`src/crg_params.svh`:
```
// Constants of the clock and reset generator: offsets, fields, reset values, timing
// How it works
// RULE1 - Run mode runs everything; periodic interrupt and watchdog need nonzero rate fields.
// RULE2 - Wait mode gates system and core clocks per clock select enable bits.
// RULE3 - Stop kind select bit: zero gives full stop, one gives pseudo-stop.
// RULE4 - Full stop disables the oscillator, halting all system and core clocks.
// RULE5 - Full stop freezes watchdog and periodic interrupt counters.
// RULE6 - Pseudo-stop keeps oscillator running while most clocks stop.
// RULE7 - Pseudo-stop counters run only when their run-in-stop bits are set.
// RULE8 - Self-clock entry needs monitor enable, self-clock enable and reported clock loss.
// RULE9 - Entering self-clock mode starts the clock quality check at once.
// RULE10 - Self-clock mode lasts until quality check passes frequency and amplitude.
// RULE11 - PLL entering or leaving lock raises an interrupt request.
// RULE12 - Watchdog service outside the permitted window is not a valid clear.
// RULE13 - System reset from power-on, low voltage, watchdog, clock loss, reset pin.
// RULE14 - Reset pin is active low; driven low from outside it initialises the device.
// RULE15 - Internal system reset drives the reset pin low, open drain.
// RULE16 - Registers decode as base plus offset, twelve registers at offsets 0x0 to 0xB.
// RULE17 - Test flag, force/bypass and test control registers have no functional effect.
// RULE18 - Self-clock mode derives all clocks from the PLL at minimum frequency.
// RULE19 - Every register is eight bits wide, single byte reads and writes.
`ifndef CRG_PARAMS_SVH
`define CRG_PARAMS_SVH
`define CRG_IDX_SYNTH      4'h0
`define CRG_IDX_REFDIV     4'h1
`define CRG_IDX_TEST_FLAG  4'h2
`define CRG_IDX_FLAGS      4'h3
`define CRG_IDX_INT_EN     4'h4
`define CRG_IDX_CLK_SEL    4'h5
`define CRG_IDX_PLL_CTL    4'h6
`define CRG_IDX_PI_RATE    4'h7
`define CRG_IDX_WD_CTL     4'h8
`define CRG_IDX_FORCE_BYP  4'h9
`define CRG_IDX_TEST_CTL   4'ha
`define CRG_IDX_WD_ARM     4'hb
`define CRG_FLG_PI         7
`define CRG_FLG_POR        6
`define CRG_FLG_LVR        5
`define CRG_FLG_LOCK_CHG   4
`define CRG_FLG_SC_CHG     1
`define CRG_CS_PLL_SEL     7
`define CRG_CS_STOP_KIND   6
`define CRG_CS_SYS_WAIT    5
`define CRG_CS_PLL_WAIT    3
`define CRG_CS_CORE_WAIT   2
`define CRG_CS_PI_WAIT     1
`define CRG_CS_WD_WAIT     0
`define CRG_PC_CLK_MON     7
`define CRG_PC_PLL_ON      6
`define CRG_PC_PI_STOP     2
`define CRG_PC_WD_STOP     1
`define CRG_PC_SELF_CLK    0
`define CRG_WD_WINDOW      7
`define CRG_MASK_SYNTH     8'h3f
`define CRG_MASK_REFDIV    8'h0f
`define CRG_MASK_INT_EN    8'h92
`define CRG_MASK_PLL_CTL   8'hf7
`define CRG_MASK_PI_RATE   8'h7f
`define CRG_MASK_WD_CTL    8'hc7
`define CRG_RST_PLL_CTL    8'hf1
`define CRG_RST_OTHER      8'h00
`define CRG_WD_KEY_ARM     8'h55
`define CRG_WD_KEY_FIRE    8'haa
`define CRG_RESP_OKAY      2'h0
`define CRG_RESP_SLVERR    2'h2
`define CRG_ASYNC_RST      7'h40
`define CRG_CLK_PERIOD_NS  20
`define CRG_RST_HOLD_NS    640
`define CRG_RST_HOLD_CYC   ((`CRG_RST_HOLD_NS + `CRG_CLK_PERIOD_NS - 1) / `CRG_CLK_PERIOD_NS)
`endif

```
`src/crg_pkg.sv`:
```
// Types of the clock and reset generator
package crg_pkg;
	typedef enum logic [1:0] {
		CRG_RUN,
		CRG_WAIT,
		CRG_FULL_STOP,
		CRG_PSEUDO_STOP
	} crg_mode_t;

	// Inputs from pins and analog cells, asynchronous to aclk
	typedef struct packed {
		logic ext_reset_n;
		logic power_on;
		logic low_voltage;
		logic osc_loss;
		logic quality_ok;
		logic pll_lock;
		logic pll_track;
	} crg_async_t;

	typedef struct packed {
		logic sys_clk_en;
		logic core_clk_en;
		logic osc_enable;
		logic pll_enable;
		logic pll_select;
		logic pll_min_freq;
		logic self_clock_status;
		logic quality_check;
	} crg_clk_ctl_t;
endpackage

```
`src/crg_top.sv`:
```
// Clock and reset generator: modes, self-clock, watchdog, periodic interrupt, resets, AXI4-Lite registers
//
// Register access over AXI4-Lite is this design's own decision.
`timescale 1ns/1ps
`include "crg_params.svh"
module crg_top #(
	parameter int AW            = 8,
	parameter int WD_BASE_SHIFT = 14,
	parameter int PI_BASE_SHIFT = 10
) (
	// Clock, reset, enable
	input  wire logic                  aclk,
	input  wire logic                  aresetn,
	input  wire logic                  clk_en,
	// AXI4-Lite slave
	input  wire logic [AW-1:0]         s_axi_awaddr,
	input  wire logic                  s_axi_awvalid,
	output logic                       s_axi_awready,
	input  wire logic [31:0]           s_axi_wdata,
	input  wire logic [3:0]            s_axi_wstrb,
	input  wire logic                  s_axi_wvalid,
	output logic                       s_axi_wready,
	output logic [1:0]                 s_axi_bresp,
	output logic                       s_axi_bvalid,
	input  wire logic                  s_axi_bready,
	input  wire logic [AW-1:0]         s_axi_araddr,
	input  wire logic                  s_axi_arvalid,
	output logic                       s_axi_arready,
	output logic [31:0]                s_axi_rdata,
	output logic [1:0]                 s_axi_rresp,
	output logic                       s_axi_rvalid,
	input  wire logic                  s_axi_rready,
	// Pins and analog cells
	input  wire crg_pkg::crg_async_t   async_in,
	output logic                       reset_pin_out,
	output logic                       reset_pin_oe,
	// Core power requests
	input  wire logic                  wait_req,
	input  wire logic                  stop_req,
	input  wire logic                  wake_req,
	// Clock control and results
	output crg_pkg::crg_clk_ctl_t      clk_ctl,
	output logic [5:0]                 pll_mult,
	output logic [3:0]                 pll_refdiv,
	output logic                       sys_reset_n,
	output logic                       irq
);
	import crg_pkg::*;

	localparam int WD_W = WD_BASE_SHIFT + 15;
	localparam int PI_W = PI_BASE_SHIFT + 12;
	localparam logic [7:0] RST_HOLD = 8'(`CRG_RST_HOLD_CYC);

	generate
		if (AW < 7 || WD_BASE_SHIFT < 2 || PI_BASE_SHIFT < 1) begin : g_bad
			$error("crg_top: parameter out of range");
		end
	endgenerate

	crg_async_t   sync1_ff;
	crg_async_t   sync2_ff;
	crg_mode_t    mode_ff;
	crg_mode_t    nxt_mode;
	crg_clk_ctl_t clk_ctl_ff;
	crg_clk_ctl_t nxt_clk_ctl;
	logic         soft_rst;
	logic         sys_reset_n_ff;
	logic         pin_oe_ff;
	logic         pin_out_ff;
	logic [7:0]   rst_cnt_ff;
	logic [7:0]   nxt_rst_cnt;
	logic         int_rst;
	logic         irq_ff;
	logic         wake;

	// Register storage
	logic [7:0]   synth_multiplier_ff;
	logic [7:0]   reference_divider_ff;
	logic [7:0]   interrupt_enable_ff;
	logic [7:0]   clock_select_reg_ff;
	logic [7:0]   pll_control_ff;
	logic [7:0]   periodic_rate_reg_ff;
	logic [7:0]   watchdog_control_reg_ff;

	// Flags and status
	logic         pi_flag_ff;
	logic         por_flag_ff;
	logic         lvr_flag_ff;
	logic         lock_chg_ff;
	logic         lock_ff;
	logic         track_ff;
	logic         sc_chg_ff;
	logic         self_clock_ff;
	logic         nxt_pi_flag;
	logic         nxt_por_flag;
	logic         nxt_lvr_flag;
	logic         nxt_lock_chg;
	logic         nxt_lock;
	logic         nxt_track;
	logic         nxt_sc_chg;
	logic         nxt_self_clock;
	logic         loc_reset;

	// Bus state
	logic         aw_full_ff;
	logic         w_full_ff;
	logic [3:0]   wr_idx_ff;
	logic         wr_map_ff;
	logic [7:0]   wr_data_ff;
	logic         wr_lane_ff;
	logic         bvalid_ff;
	logic [1:0]   bresp_ff;
	logic         awready_ff;
	logic         wready_ff;
	logic         arready_ff;
	logic         rvalid_ff;
	logic [1:0]   rresp_ff;
	logic [7:0]   rdata_ff;
	logic         wr_fire;
	logic         wr_ok;
	logic         aw_take;
	logic         w_take;
	logic         ar_take;
	logic         nxt_aw_full;
	logic         nxt_w_full;
	logic         nxt_bvalid;
	logic         nxt_rvalid;
	logic [3:0]   rd_idx;
	logic         rd_map;
	logic [7:0]   rd_val;
	logic [7:0]   flag_clr;

	// Watchdog and periodic interrupt
	logic [WD_W-1:0] wd_cnt_ff;
	logic [WD_W-1:0] wd_period;
	logic            wd_armed_ff;
	logic            wd_on;
	logic            wd_run;
	logic            wd_open;
	logic            wd_timeout;
	logic            wd_restart;
	logic            wd_fault;
	logic [PI_W-1:0] pi_cnt_ff;
	logic [PI_W-1:0] pi_period;
	logic            pi_on;
	logic            pi_run;
	logic            pi_tick;

	// Two-stage synchroniser for everything from outside aclk
	always_ff @(posedge aclk) begin
		if (!aresetn) begin
			sync1_ff <= crg_async_t'(`CRG_ASYNC_RST);
			sync2_ff <= crg_async_t'(`CRG_ASYNC_RST);
		end else if (clk_en) begin
			sync1_ff <= async_in;
			sync2_ff <= sync1_ff;
		end
	end

	// Reset collection and pin drive
	assign loc_reset = pll_control_ff[`CRG_PC_CLK_MON] && !pll_control_ff[`CRG_PC_SELF_CLK]
		&& sync2_ff.osc_loss && !self_clock_ff;
	assign int_rst = sync2_ff.power_on || sync2_ff.low_voltage || wd_timeout || wd_fault || loc_reset; // RULE13

	always_comb begin
		nxt_rst_cnt = rst_cnt_ff;
		if (int_rst) begin
			nxt_rst_cnt = RST_HOLD;
		end else if (rst_cnt_ff != 8'h00) begin
			nxt_rst_cnt = rst_cnt_ff - 8'h01;
		end
	end

	always_ff @(posedge aclk) begin
		if (!aresetn) begin
			rst_cnt_ff     <= RST_HOLD;
			pin_oe_ff      <= 1'b1;
			pin_out_ff     <= 1'b0;
			sys_reset_n_ff <= 1'b0;
		end else if (clk_en) begin
			rst_cnt_ff     <= nxt_rst_cnt;
			pin_oe_ff      <= nxt_rst_cnt != 8'h00; // RULE15
			pin_out_ff     <= 1'b0;
			// Pin reads back its own drive, which keeps reset held past the end of the stretch for the synchroniser delay
			sys_reset_n_ff <= (nxt_rst_cnt == 8'h00) && sync2_ff.ext_reset_n; // RULE14
		end
	end

	// Power-on and low-voltage flags survive the soft reset
	assign soft_rst = !aresetn || !sys_reset_n_ff; // RULE14

	// Power mode machine
	assign wake = wake_req || irq_ff;

	always_comb begin
		nxt_mode = mode_ff;
		case (mode_ff)
			CRG_RUN: begin
				if (stop_req) begin
					nxt_mode = clock_select_reg_ff[`CRG_CS_STOP_KIND] ? CRG_PSEUDO_STOP : CRG_FULL_STOP; // RULE3
				end else if (wait_req) begin
					nxt_mode = CRG_WAIT;
				end
			end
			CRG_WAIT: begin
				if (wake) begin
					nxt_mode = CRG_RUN;
				end
			end
			CRG_FULL_STOP: begin
				if (wake) begin
					nxt_mode = CRG_RUN;
				end
			end
			CRG_PSEUDO_STOP: begin
				if (wake) begin
					nxt_mode = CRG_RUN;
				end
			end
			default: nxt_mode = CRG_RUN;
		endcase
	end

	always_ff @(posedge aclk) begin
		if (soft_rst) begin
			mode_ff <= CRG_RUN;
		end else if (clk_en) begin
			mode_ff <= nxt_mode;
		end
	end

	always_comb begin
		nxt_clk_ctl.sys_clk_en  = (nxt_mode == CRG_RUN)
			|| (nxt_mode == CRG_WAIT && !clock_select_reg_ff[`CRG_CS_SYS_WAIT]); // RULE2
		nxt_clk_ctl.core_clk_en = (nxt_mode == CRG_RUN)
			|| (nxt_mode == CRG_WAIT && !clock_select_reg_ff[`CRG_CS_CORE_WAIT]); // RULE2
		nxt_clk_ctl.osc_enable  = nxt_mode != CRG_FULL_STOP; // RULE4 RULE6
		nxt_clk_ctl.pll_enable  = nxt_self_clock || (pll_control_ff[`CRG_PC_PLL_ON]
			&& (nxt_mode == CRG_RUN || (nxt_mode == CRG_WAIT && !clock_select_reg_ff[`CRG_CS_PLL_WAIT])));
		nxt_clk_ctl.pll_select  = nxt_self_clock || clock_select_reg_ff[`CRG_CS_PLL_SEL]; // RULE18
		nxt_clk_ctl.pll_min_freq      = nxt_self_clock; // RULE18
		nxt_clk_ctl.self_clock_status = nxt_self_clock;
		nxt_clk_ctl.quality_check     = nxt_self_clock; // RULE9
	end

	always_ff @(posedge aclk) begin
		if (soft_rst) begin
			clk_ctl_ff <= '0;
		end else if (clk_en) begin
			clk_ctl_ff <= nxt_clk_ctl;
		end
	end

	// AXI4-Lite write path: address and data taken in either order
	assign aw_take     = s_axi_awvalid && awready_ff;
	assign w_take      = s_axi_wvalid && wready_ff;
	assign wr_fire     = aw_full_ff && w_full_ff && !bvalid_ff;
	assign wr_ok       = wr_fire && wr_map_ff && wr_lane_ff; // RULE19
	assign nxt_aw_full = aw_take || (aw_full_ff && !wr_fire);
	assign nxt_w_full  = w_take || (w_full_ff && !wr_fire);
	assign nxt_bvalid  = wr_fire || (bvalid_ff && !s_axi_bready);

	always_ff @(posedge aclk) begin
		if (!aresetn) begin
			aw_full_ff <= 1'b0;
			w_full_ff  <= 1'b0;
			awready_ff <= 1'b0;
			wready_ff  <= 1'b0;
			bvalid_ff  <= 1'b0;
			bresp_ff   <= `CRG_RESP_OKAY;
			wr_idx_ff  <= 4'h0;
			wr_map_ff  <= 1'b0;
			wr_data_ff <= 8'h00;
			wr_lane_ff <= 1'b0;
		end else if (clk_en) begin
			aw_full_ff <= nxt_aw_full;
			w_full_ff  <= nxt_w_full;
			awready_ff <= !nxt_aw_full && !nxt_bvalid;
			wready_ff  <= !nxt_w_full && !nxt_bvalid;
			bvalid_ff  <= nxt_bvalid;
			if (aw_take) begin
				wr_idx_ff <= s_axi_awaddr[5:2];
				wr_map_ff <= (s_axi_awaddr[AW-1:6] == '0) && (s_axi_awaddr[5:2] <= `CRG_IDX_WD_ARM); // RULE16
			end
			if (w_take) begin
				wr_data_ff <= s_axi_wdata[7:0];
				wr_lane_ff <= s_axi_wstrb[0];
			end
			if (wr_fire) begin
				bresp_ff <= wr_map_ff ? `CRG_RESP_OKAY : `CRG_RESP_SLVERR;
			end
		end
	end

	// AXI4-Lite read path
	assign ar_take    = s_axi_arvalid && arready_ff;
	assign nxt_rvalid = ar_take || (rvalid_ff && !s_axi_rready);
	assign rd_idx     = s_axi_araddr[5:2];
	assign rd_map     = (s_axi_araddr[AW-1:6] == '0) && (rd_idx <= `CRG_IDX_WD_ARM); // RULE16

	// Test registers and the arm register read back as zero
	always_comb begin
		rd_val = 8'h00; // RULE17
		if (!rd_map) begin
			rd_val = 8'h00;
		end else if (rd_idx == `CRG_IDX_SYNTH) begin
			rd_val = synth_multiplier_ff;
		end else if (rd_idx == `CRG_IDX_REFDIV) begin
			rd_val = reference_divider_ff;
		end else if (rd_idx == `CRG_IDX_FLAGS) begin
			rd_val = {pi_flag_ff, por_flag_ff, lvr_flag_ff, lock_chg_ff, lock_ff, track_ff, sc_chg_ff, self_clock_ff};
		end else if (rd_idx == `CRG_IDX_INT_EN) begin
			rd_val = interrupt_enable_ff;
		end else if (rd_idx == `CRG_IDX_CLK_SEL) begin
			rd_val = clock_select_reg_ff;
		end else if (rd_idx == `CRG_IDX_PLL_CTL) begin
			rd_val = pll_control_ff;
		end else if (rd_idx == `CRG_IDX_PI_RATE) begin
			rd_val = periodic_rate_reg_ff;
		end else if (rd_idx == `CRG_IDX_WD_CTL) begin
			rd_val = watchdog_control_reg_ff;
		end
	end

	always_ff @(posedge aclk) begin
		if (!aresetn) begin
			arready_ff <= 1'b0;
			rvalid_ff  <= 1'b0;
			rresp_ff   <= `CRG_RESP_OKAY;
			rdata_ff   <= 8'h00;
		end else if (clk_en) begin
			arready_ff <= !nxt_rvalid;
			rvalid_ff  <= nxt_rvalid;
			if (ar_take) begin
				rdata_ff <= rd_val;
				rresp_ff <= rd_map ? `CRG_RESP_OKAY : `CRG_RESP_SLVERR;
			end
		end
	end

	// Configuration registers
	always_ff @(posedge aclk) begin
		if (soft_rst) begin
			synth_multiplier_ff     <= `CRG_RST_OTHER;
			reference_divider_ff    <= `CRG_RST_OTHER;
			interrupt_enable_ff     <= `CRG_RST_OTHER;
			clock_select_reg_ff     <= `CRG_RST_OTHER;
			pll_control_ff          <= `CRG_RST_PLL_CTL;
			periodic_rate_reg_ff    <= `CRG_RST_OTHER;
			watchdog_control_reg_ff <= `CRG_RST_OTHER;
		end else if (clk_en && wr_ok) begin
			// Divider ratios are locked while the PLL select bit of clock select is set
			if (wr_idx_ff == `CRG_IDX_SYNTH && !clock_select_reg_ff[`CRG_CS_PLL_SEL]) begin
				synth_multiplier_ff <= wr_data_ff & `CRG_MASK_SYNTH;
			end else if (wr_idx_ff == `CRG_IDX_REFDIV && !clock_select_reg_ff[`CRG_CS_PLL_SEL]) begin
				reference_divider_ff <= wr_data_ff & `CRG_MASK_REFDIV;
			end else if (wr_idx_ff == `CRG_IDX_INT_EN) begin
				interrupt_enable_ff <= wr_data_ff & `CRG_MASK_INT_EN;
			end else if (wr_idx_ff == `CRG_IDX_CLK_SEL) begin
				clock_select_reg_ff <= wr_data_ff;
			end else if (wr_idx_ff == `CRG_IDX_PLL_CTL) begin
				pll_control_ff <= wr_data_ff & `CRG_MASK_PLL_CTL;
			end else if (wr_idx_ff == `CRG_IDX_PI_RATE) begin
				periodic_rate_reg_ff <= wr_data_ff & `CRG_MASK_PI_RATE;
			end else if (wr_idx_ff == `CRG_IDX_WD_CTL) begin
				watchdog_control_reg_ff <= wr_data_ff & `CRG_MASK_WD_CTL;
			end
		end
	end

	// Watchdog
	assign wd_on     = watchdog_control_reg_ff[2:0] != 3'h0; // RULE1
	assign wd_run    = wd_on && ((mode_ff == CRG_RUN) // RULE5
		|| (mode_ff == CRG_WAIT && !clock_select_reg_ff[`CRG_CS_WD_WAIT])
		|| (mode_ff == CRG_PSEUDO_STOP && pll_control_ff[`CRG_PC_WD_STOP])); // RULE7
	assign wd_period = {{(WD_W-1){1'b0}}, 1'b1} << (WD_BASE_SHIFT + 2 * int'(watchdog_control_reg_ff[2:0]));
	// Last quarter of the period is the service window
	assign wd_open   = wd_cnt_ff >= (wd_period - (wd_period >> 2));
	assign wd_timeout = wd_run && (wd_cnt_ff == wd_period - {{(WD_W-1){1'b0}}, 1'b1});
	assign wd_restart = wr_ok && wr_idx_ff == `CRG_IDX_WD_ARM && wd_on && wd_armed_ff
		&& wr_data_ff == `CRG_WD_KEY_FIRE;
	assign wd_fault  = wr_ok && wr_idx_ff == `CRG_IDX_WD_ARM && wd_on && !wd_restart
		&& !(wr_data_ff == `CRG_WD_KEY_ARM && (!watchdog_control_reg_ff[`CRG_WD_WINDOW] || wd_open)); // RULE12

	always_ff @(posedge aclk) begin
		if (soft_rst) begin
			wd_cnt_ff   <= '0;
			wd_armed_ff <= 1'b0;
		end else if (clk_en) begin
			if (wd_restart || !wd_on) begin
				wd_cnt_ff <= '0;
			end else if (wd_run) begin
				wd_cnt_ff <= wd_cnt_ff + {{(WD_W-1){1'b0}}, 1'b1};
			end
			if (wr_ok && wr_idx_ff == `CRG_IDX_WD_ARM) begin
				wd_armed_ff <= !wd_restart && !wd_fault; // RULE12
			end
		end
	end

	// Periodic interrupt
	assign pi_on     = periodic_rate_reg_ff[6:0] != 7'h00; // RULE1
	assign pi_run    = pi_on && ((mode_ff == CRG_RUN) // RULE5
		|| (mode_ff == CRG_WAIT && !clock_select_reg_ff[`CRG_CS_PI_WAIT])
		|| (mode_ff == CRG_PSEUDO_STOP && pll_control_ff[`CRG_PC_PI_STOP])); // RULE7
	assign pi_period = (PI_W'(periodic_rate_reg_ff[3:0]) + {{(PI_W-1){1'b0}}, 1'b1})
		<< (PI_BASE_SHIFT + int'(periodic_rate_reg_ff[6:4]));
	assign pi_tick   = pi_run && (pi_cnt_ff == pi_period - {{(PI_W-1){1'b0}}, 1'b1});

	always_ff @(posedge aclk) begin
		if (soft_rst) begin
			pi_cnt_ff <= '0;
		end else if (clk_en) begin
			if (pi_tick || !pi_on) begin
				pi_cnt_ff <= '0;
			end else if (pi_run) begin
				pi_cnt_ff <= pi_cnt_ff + {{(PI_W-1){1'b0}}, 1'b1};
			end
		end
	end

	// Flags: write one to clear, a set in the same cycle wins
	assign flag_clr = (wr_ok && wr_idx_ff == `CRG_IDX_FLAGS) ? wr_data_ff : 8'h00;

	always_comb begin
		nxt_self_clock = self_clock_ff;
		if (!self_clock_ff && pll_control_ff[`CRG_PC_CLK_MON] && pll_control_ff[`CRG_PC_SELF_CLK]
			&& sync2_ff.osc_loss) begin
			nxt_self_clock = 1'b1; // RULE8
		end else if (self_clock_ff && sync2_ff.quality_ok) begin
			nxt_self_clock = 1'b0; // RULE10
		end
		// Ratio writes restart lock detection
		nxt_lock  = sync2_ff.pll_lock && !nxt_self_clock
			&& !(wr_ok && (wr_idx_ff == `CRG_IDX_SYNTH || wr_idx_ff == `CRG_IDX_REFDIV));
		nxt_track = sync2_ff.pll_track && nxt_lock;
		nxt_pi_flag  = (pi_flag_ff && !flag_clr[`CRG_FLG_PI]) || pi_tick;
		nxt_por_flag = (por_flag_ff && !flag_clr[`CRG_FLG_POR]) || sync2_ff.power_on;
		nxt_lvr_flag = (lvr_flag_ff && !flag_clr[`CRG_FLG_LVR]) || sync2_ff.low_voltage;
		nxt_lock_chg = (lock_chg_ff && !flag_clr[`CRG_FLG_LOCK_CHG]) || (nxt_lock != lock_ff); // RULE11
		nxt_sc_chg   = (sc_chg_ff && !flag_clr[`CRG_FLG_SC_CHG]) || (nxt_self_clock != self_clock_ff);
	end

	always_ff @(posedge aclk) begin
		if (!aresetn) begin
			por_flag_ff <= 1'b1;
			lvr_flag_ff <= 1'b0;
		end else if (clk_en) begin
			por_flag_ff <= nxt_por_flag;
			lvr_flag_ff <= nxt_lvr_flag;
		end
	end

	always_ff @(posedge aclk) begin
		if (soft_rst) begin
			pi_flag_ff    <= 1'b0;
			lock_chg_ff   <= 1'b0;
			lock_ff       <= 1'b0;
			track_ff      <= 1'b0;
			sc_chg_ff     <= 1'b0;
			self_clock_ff <= 1'b0;
			irq_ff        <= 1'b0;
		end else if (clk_en) begin
			pi_flag_ff    <= nxt_pi_flag;
			lock_chg_ff   <= nxt_lock_chg;
			lock_ff       <= nxt_lock;
			track_ff      <= nxt_track;
			sc_chg_ff     <= nxt_sc_chg;
			self_clock_ff <= nxt_self_clock;
			irq_ff        <= (nxt_pi_flag && interrupt_enable_ff[`CRG_FLG_PI])
				|| (nxt_lock_chg && interrupt_enable_ff[`CRG_FLG_LOCK_CHG]) // RULE11
				|| (nxt_sc_chg && interrupt_enable_ff[`CRG_FLG_SC_CHG]);
		end
	end

	// Outputs
	assign s_axi_awready = awready_ff;
	assign s_axi_wready  = wready_ff;
	assign s_axi_bvalid  = bvalid_ff;
	assign s_axi_bresp   = bresp_ff;
	assign s_axi_arready = arready_ff;
	assign s_axi_rvalid  = rvalid_ff;
	assign s_axi_rresp   = rresp_ff;
	assign s_axi_rdata   = {24'h00_0000, rdata_ff};
	assign reset_pin_out = pin_out_ff;
	assign reset_pin_oe  = pin_oe_ff;
	assign clk_ctl       = clk_ctl_ff;
	assign pll_mult      = synth_multiplier_ff[5:0];
	assign pll_refdiv    = reference_divider_ff[3:0];
	assign sys_reset_n   = sys_reset_n_ff;
	assign irq           = irq_ff;
endmodule

```
`config.mk`:
```
export PLATFORM = sky130hd
export DESIGN_NAME = crg_top
export DESIGN_NICKNAME = d
export VERILOG_FILES = /design/src/crg_pkg.sv /design/src/crg_top.sv
export VERILOG_INCLUDE_DIRS = /design/src
export SDC_FILE = /design/constraint.sdc
export NUM_CORES = 1
export LEC_CHECK = 0
export BUFFER_PORTS_ARGS = -buffer_cell sky130_fd_sc_hd__buf_4
export CORE_ASPECT_RATIO = 2
export CORE_MARGIN = 4
export CORE_UTILIZATION = 40
export DETAILED_ROUTE_END_ITERATION = 6
export PLACE_DENSITY = 0.66
export SLEW_MARGIN = 10
export SYNTH_ARGS = -nofsm -noshare
export SYNTH_HDL_FRONTEND = slang
export SYNTH_SLANG_ARGS = --single-unit
```
`constraint.sdc`:
```
create_clock -name aclk -period 5.5 [get_ports aclk]
set_input_delay 0.825 -clock aclk [delete_from_list [all_inputs] [get_ports aclk]]
set_output_delay 0.825 -clock aclk [all_outputs]
set_load 0.03 [all_outputs]
```
Word-level counts from Yosys, hierarchy flattened:

Index checks and enable logic that the tools add are counted.

* flip-flop bits (word level): 165
* bits of input ports: 70
* output and inout port bits: 63
* word-level logic and storage cells: 275

* $add $sub $neg: 9
* $lt $le $gt $ge: 3
* eq/ne operators: 26
* shifts and indexed selects: 2
* multiplexer cells: 25
* bitwise operators: 6
* reductions and logical operators: 148

Operator list (count)
* 2-to-1 mux 8 bit: 12
* logical AND 1 bit: 59
* 2-to-1 mux 29 bit: 2
* 2-to-1 mux 22 bit: 2
* equality test 4 x 3 -> 1 bit, second input constant: 8
* zero test 1 bit: 31
* logical OR 1 bit: 30
* adder 29 x 1 -> 29 bit, second input constant: 1
* equality test 29 bit: 1
* >= comparator 29 bit: 1
* << shifter 1 x 5 -> 29 bit, first input constant: 1
* subtractor 29 x 1 -> 29 bit, second input constant: 1
* subtractor 29 x 27 -> 29 bit: 1
* adder 22 x 1 -> 22 bit, second input constant: 1
* equality test 22 bit: 1
* << shifter 5 x 5 -> 22 bit: 1
* subtractor 22 x 1 -> 22 bit, second input constant: 1
* AND reduction 2 bit: 8
* nonzero test 8 bit: 2
* equality test 4 bit, second input constant: 3
* 2-to-1 mux 2 bit: 5
* equality test 4 x 1 -> 1 bit, second input constant: 2
* equality test 4 x 2 -> 1 bit, second input constant: 2
* equality test 8 x 7 -> 1 bit, second input constant: 1
* 26 further kinds: 42

Depth between registers and ports, before layout:

* word-level depth: 16
* mapped depth: 23
* mapped depth without buffers: 23

Least setup slack after synthesis:

No wires, ideal clock.

* path type: register -> register
* start: reg watchdog_control_reg_ff[2]
* end: reg rst_cnt_ff[2]
* library setup time: 70 ps
* arrival: 4061 ps
* required time: 5430 ps
* slack: 1369 ps
* cell stages (with the launch flop): 18
* path buffers: 2
* period minus slack after synthesis: 4131 ps
* cell sequence: dfxtp_1 clkbuf_1 clkbuf_1 nand2_1 ha_1 or3_1 xnor2_1 nand2_1 ha_1 nand4_1 nor3_1 nand4_1 and4b_1 o21ai_1 o221ai_1 nand2b_1 or4b_1 a21oi_1

* word-level cells in the longest chain between the ends: 11
* elaborated cells on any way between the ends: 22
* those cells by class: add/sub: 3; order compare: 1; eq/ne: 1; shift: 1; mux: 1; reduce/logical: 15

Ends and longest elaborated chain
* from (decl): line crg_top.sv:83 `logic [7:0] watchdog_control_reg_ff;`
* from (signal assigned): line crg_top.sv:350 `` watchdog_control_reg_ff <= `CRG_RST_OTHER; ``
* from (signal assigned): line crg_top.sv:366 `` watchdog_control_reg_ff <= wr_data_ff & `CRG_MASK_WD_CTL; ``
* adder 4 x 4 -> 5 bit: line crg_top.sv:376 `assign wd_period = {{(WD_W-1){1'b0}}, 1'b1} << (WD_BASE_SHIFT + 2 * int'(watchdog_control_reg_ff[2:0]));`
* << shifter 1 x 5 -> 29 bit: line crg_top.sv:376
* subtractor 29 x 27 -> 29 bit: line crg_top.sv:378 `assign wd_open = wd_cnt_ff >= (wd_period - (wd_period >> 2));`
* >= comparator 29 bit: line crg_top.sv:378
* logical OR 1 bit: line crg_top.sv:383 `` && !(wr_data_ff == `CRG_WD_KEY_ARM && (!watchdog_control_reg_ff[`CRG_WD_WINDOW] || wd_open)); ``
* logical AND 1 bit: line crg_top.sv:383
* zero test 1 bit: line crg_top.sv:383
* logical AND 1 bit: line crg_top.sv:382 `` assign wd_fault = wr_ok && wr_idx_ff == `CRG_IDX_WD_ARM && wd_on && !wd_restart ``
* logical OR 1 bit * (2 in series): line crg_top.sv:163 `assign int_rst = sync2_ff.power_on || sync2_ff.low_voltage || wd_timeout || wd_fault || loc_reset;`
* 2-to-1 mux 8 bit *: line crg_top.sv:167 `if (int_rst) begin`
* to (signal assigned): line crg_top.sv:181 `rst_cnt_ff <= nxt_rst_cnt;`
* to (decl): line crg_top.sv:70 `logic [7:0] rst_cnt_ff;`

Mark *: on every way between the ends. The rest lies on a longest branch, timed or not.
A chain may end at the register's enable or synchronous reset.

Worst setup path after layout:

Same ends and word-level chain as after synthesis.

==> flow_summary_export.csv <==
group,metric,value,unit
grt,antenna_found_initial,0,
timing,period_share,0.8735,
clock_tree,hold_buffers,0,
setup_path,critPathKind,"register to register",
clock_tree,ctsHtreeMaxLevel,4,
floorplanning,rows,82,
synthesis,synth_seq_cells,163,
routing,routed_wl,28.36,mm
setup_path,worstReg2RegStart,"watchdog_control_reg_ff[2]",
routing,viasPerCell,5.506,
grt,grt_start_max_net_pins,66,
floorplanning,initial_core_util,0.4047,
cells_and_area,layout-drive-gt1-share,0.1128,
cells_and_area,fin_nets,1431,
setup_path,crit_top_cell,"a21oi_1",
timing,timing_hold_violations_final,0,
clock_tree,clk_latency,0.44,ns
setup_path,r2r_slack,0.70,ns
job,cap_violations,0,
timing,rsz0062_at_grt,"false",
power_and_ir_drop,ir_drop,0.2179,mV
cells_and_area,final-seq-area,3263,sq um
setup_path,reg2reg_to,"rst_cnt_ff[2]",
cells_and_area,area_growth,13.07,%
grt,groute.usage.overall,0.2027,
floorplanning,die-area,27980,sq um
clock_tree,cts_resized,0,
synthesis,async_reset_ff_frac,0,
timing,setup_viol,0,
timing,worstMarginPinSlew,1.067,ns
synthesis,synth_top_cell_by_area,"dfxtp_1",
hold_path,hold_start,"rdata_ff[2]",
setup_path,required,5.87,ns
place,port_buffers,74,
setup_path,cp-start-kind,"register",
routing,ant_nets,0,
setup_path,path_cells,"nor2b_1 > nand2b_1 > ha_1 > a211oi_1 > a21oi_1 > o21ai_0 > a21oi_1 > nor2_1 > o21ai_0 > nand3_1 > ha_1 > nand4_1 > nor4_1 > nand4_1 > and4b_1 > o21ai_1 > o221ai_1 > nand2b_1 > or4b_1 > a21oi_1",
place,hpwl,21.64,mm
synthesis,yosys_warnings,0,
timing,finalMaxSlewViolations,0,
routing,post-route-drc-count,0,
synthesis,synthTopCellsByArea,"dfxtp_1 32%, ha_1 6.6%, mux2i_1 6.1%",
setup_path,endpoint_kind,"register",
setup_path,critPathMaxStageDelay,0.53,ns
clock_tree,cts_sinks,163,
clock_tree,clk_pin_slew,0.07,ns
timing,layout_min_cycle_time,4.804,ns
synthesis,ys_seq_area_frac,0.3234,
clock_tree,cts_max_path_buffers,2,
power_and_ir_drop,power.density,233.0,nW/um^2
timing,fmax,208.1,MHz
synthesis,synth_area,10090,sq um
clock_tree,cts_setup_buffers,0,
setup_path,r2r_cells,20,
timing,tns,0,ns
cells_and_area,final_cell_mix,"163 x dfxtp_1, 139 x nor2_1, 134 x nand2_1, 82 x a21oi_1, 81 x buf_4",
timing,slew_headroom,0.2864,
grt,grt_pass1_wl,45.13,mm
cells_and_area,fill_cells,2513,
place,gp_congestion,0.9511,
synthesis,postSynthAreaPerCell,8.098,sq um
floorplanning,dieHeight,232.6,microns
clock_tree,cts_buffers,17,
floorplanning,die_w,120.3,microns
setup_path,slowest_stage,"or4b_1",
synthesis,synth_edf_count,0,
outcome,status,"completed",
grt,grt_overflow,0,
clock_tree,cts_tree,"done",
timing,skew,0.01151,ns
synthesis,synthFlopType,"dfxtp_1",
hold_path,hold_path_depth,2,
cells_and_area,diodes,0,
hold_path,min_to,"rdata_ff[2]",
power_and_ir_drop,leakage,4.400,nW
synthesis,synth.top_cell.area_share,0.3234,
routing,wire_per_inst,17.12,microns
grt,grt_pass1_vias,8760,
cells_and_area,utilization,0.4576,
floorplanning,coreArea,24930,sq um
cells_and_area,multi_input_area,6369,sq um
clock_tree,cts-root-buf,"clkbuf_16",
hold_path,hp-class,"register to register",
timing,holdWs,0.4613,ns
setup_path,arrival,5.17,ns
routing,drt_pass1_iterations,5,
cells_and_area,final_common_cell,"dfxtp_1",
synthesis,yosysUniqueCellTypes,91,
routing,drt_first_iter_violations,434,
synthesis,syn_inst,1246,
setup_path,worstPathMaxFanout,7,
routing,via_count,9124,
floorplanning,pin_count,133,
## power by group
group / switching (mW) / internal [mW]
Combinational: 0.151 / 0.0866
Sequential: 0.0257 / 1.20
Clock: 0.542 / 0.653
Total: 0.719 / 1.94
## flip-flops by register name (all words and copies together), names as in the netlist, 2 cells and up
name                     flops
wr_idx_ff                    4
clock_select_reg_ff          8
pll_control_ff               7
sync2_ff                     7
clk_ctl                      5
sync1_ff                     7
watchdog_control_reg_ff      5
wd_cnt_ff                   29
mode_ff                      2
pi_cnt_ff                   22
rdata_ff                     8
reference_divider_ff         4
periodic_rate_reg_ff         7
interrupt_enable_ff          3
rst_cnt_ff                   8
synth_multiplier_ff          6
wr_data_ff                   8
## worst max-delay path, delay by kind of cell, from the launching register on
| family | cells | cell delay, ns |
|---|---|---|
| AO/OA/AOI/OAI | 8 | 1.26 |
| adder cells (fa/ha/maj) | 2 | 0.71 |
| flip-flops | 1 | 0.38 |
| AND/OR/NAND/NOR | 10 | 2.36 |
## cell type report
cell class,count,share of cell area
Clock buffer,19,0.03882
Inverter,42,0.01393
Multi-Input combinational cell,1003,0.5582
Timing Repair Buffer,81,0.05330
Clock inverter,13,0.01283
Tap cell,336,0.03685
Sequential cell,163,0.2860
## worst max path at each step
| stage | startpoint | endpoint |
|---|---|---|
| after floorplan | watchdog_control_reg_ff[2] | rst_cnt_ff[2] |
| final | watchdog_control_reg_ff[2] | rst_cnt_ff[2] |
| after global placement | watchdog_control_reg_ff[2] | rst_cnt_ff[2] |
| after detailed placement | watchdog_control_reg_ff[2] | rst_cnt_ff[2] |
| after global routing | watchdog_control_reg_ff[2] | rst_cnt_ff[2] |
| after CTS | watchdog_control_reg_ff[2] | rst_cnt_ff[2] |
## cell usage after synthesis (5+ instances only)
master	n
clkbuf_1	45
o21ai_1	16
a221o_1	5
dfxtp_1	163
a22oi_1	15
and2_1	7
buf_4	34
o21ai_0	43
a32oi_1	5
nand2b_1	17
nor2_1	139
a22o_1	5
o31ai_1	10
xor2_1	19
a21o_1	11
nand4b_1	5
or3_1	17
a31oi_1	9
nand2_1	135
nor3_1	34
and3_1	19
mux2i_1	61
nor2b_1	14
buf_2	5
inv_1	39
nand3_1	52
nand4_1	20
a21oi_1	82
a211oi_1	9
xnor2_1	35
o211ai_2	6
nand3b_1	6
nor4_1	10
ha_1	53
## routing by layer
| layer | up-vias | GRT usage | wire length, microns |
|---|---|---|---|
| li1 | 4491 | - | - |
| met1 | 4348 | 0.2062 | 10590 |
| met2 | 221 | 0.3895 | 15560 |
| met3 | 64 | 0.02651 | 859 |
| met4 | 0 | 0.1145 | 1350 |
| met5 | - | 0 | 0 |
## metrics by stage
stage	setup WS [ns]	cells	power [mW]	cell area [sq um]
floorplan	1.369	1299	1.429	10290
global placement	0.9062	1625	1.480	10820
detailed placement	0.7235	1625	1.483	10820
CTS	0.7001	1657	2.681	11410
global route	0.2965	1657	2.762	11410
finish	0.6957	1657	2.658	11410
## kinds of logic after synthesis
group	share of synthesized area
simple gates	0.2514
compound gates	0.1765
flops	0.3234
buf+inv	0.06547
mux	0.06833
xor+xnor	0.04849
fa+ha+maj	0.06572
other cells	0.0007443
(Power assumes the default switching activity.)
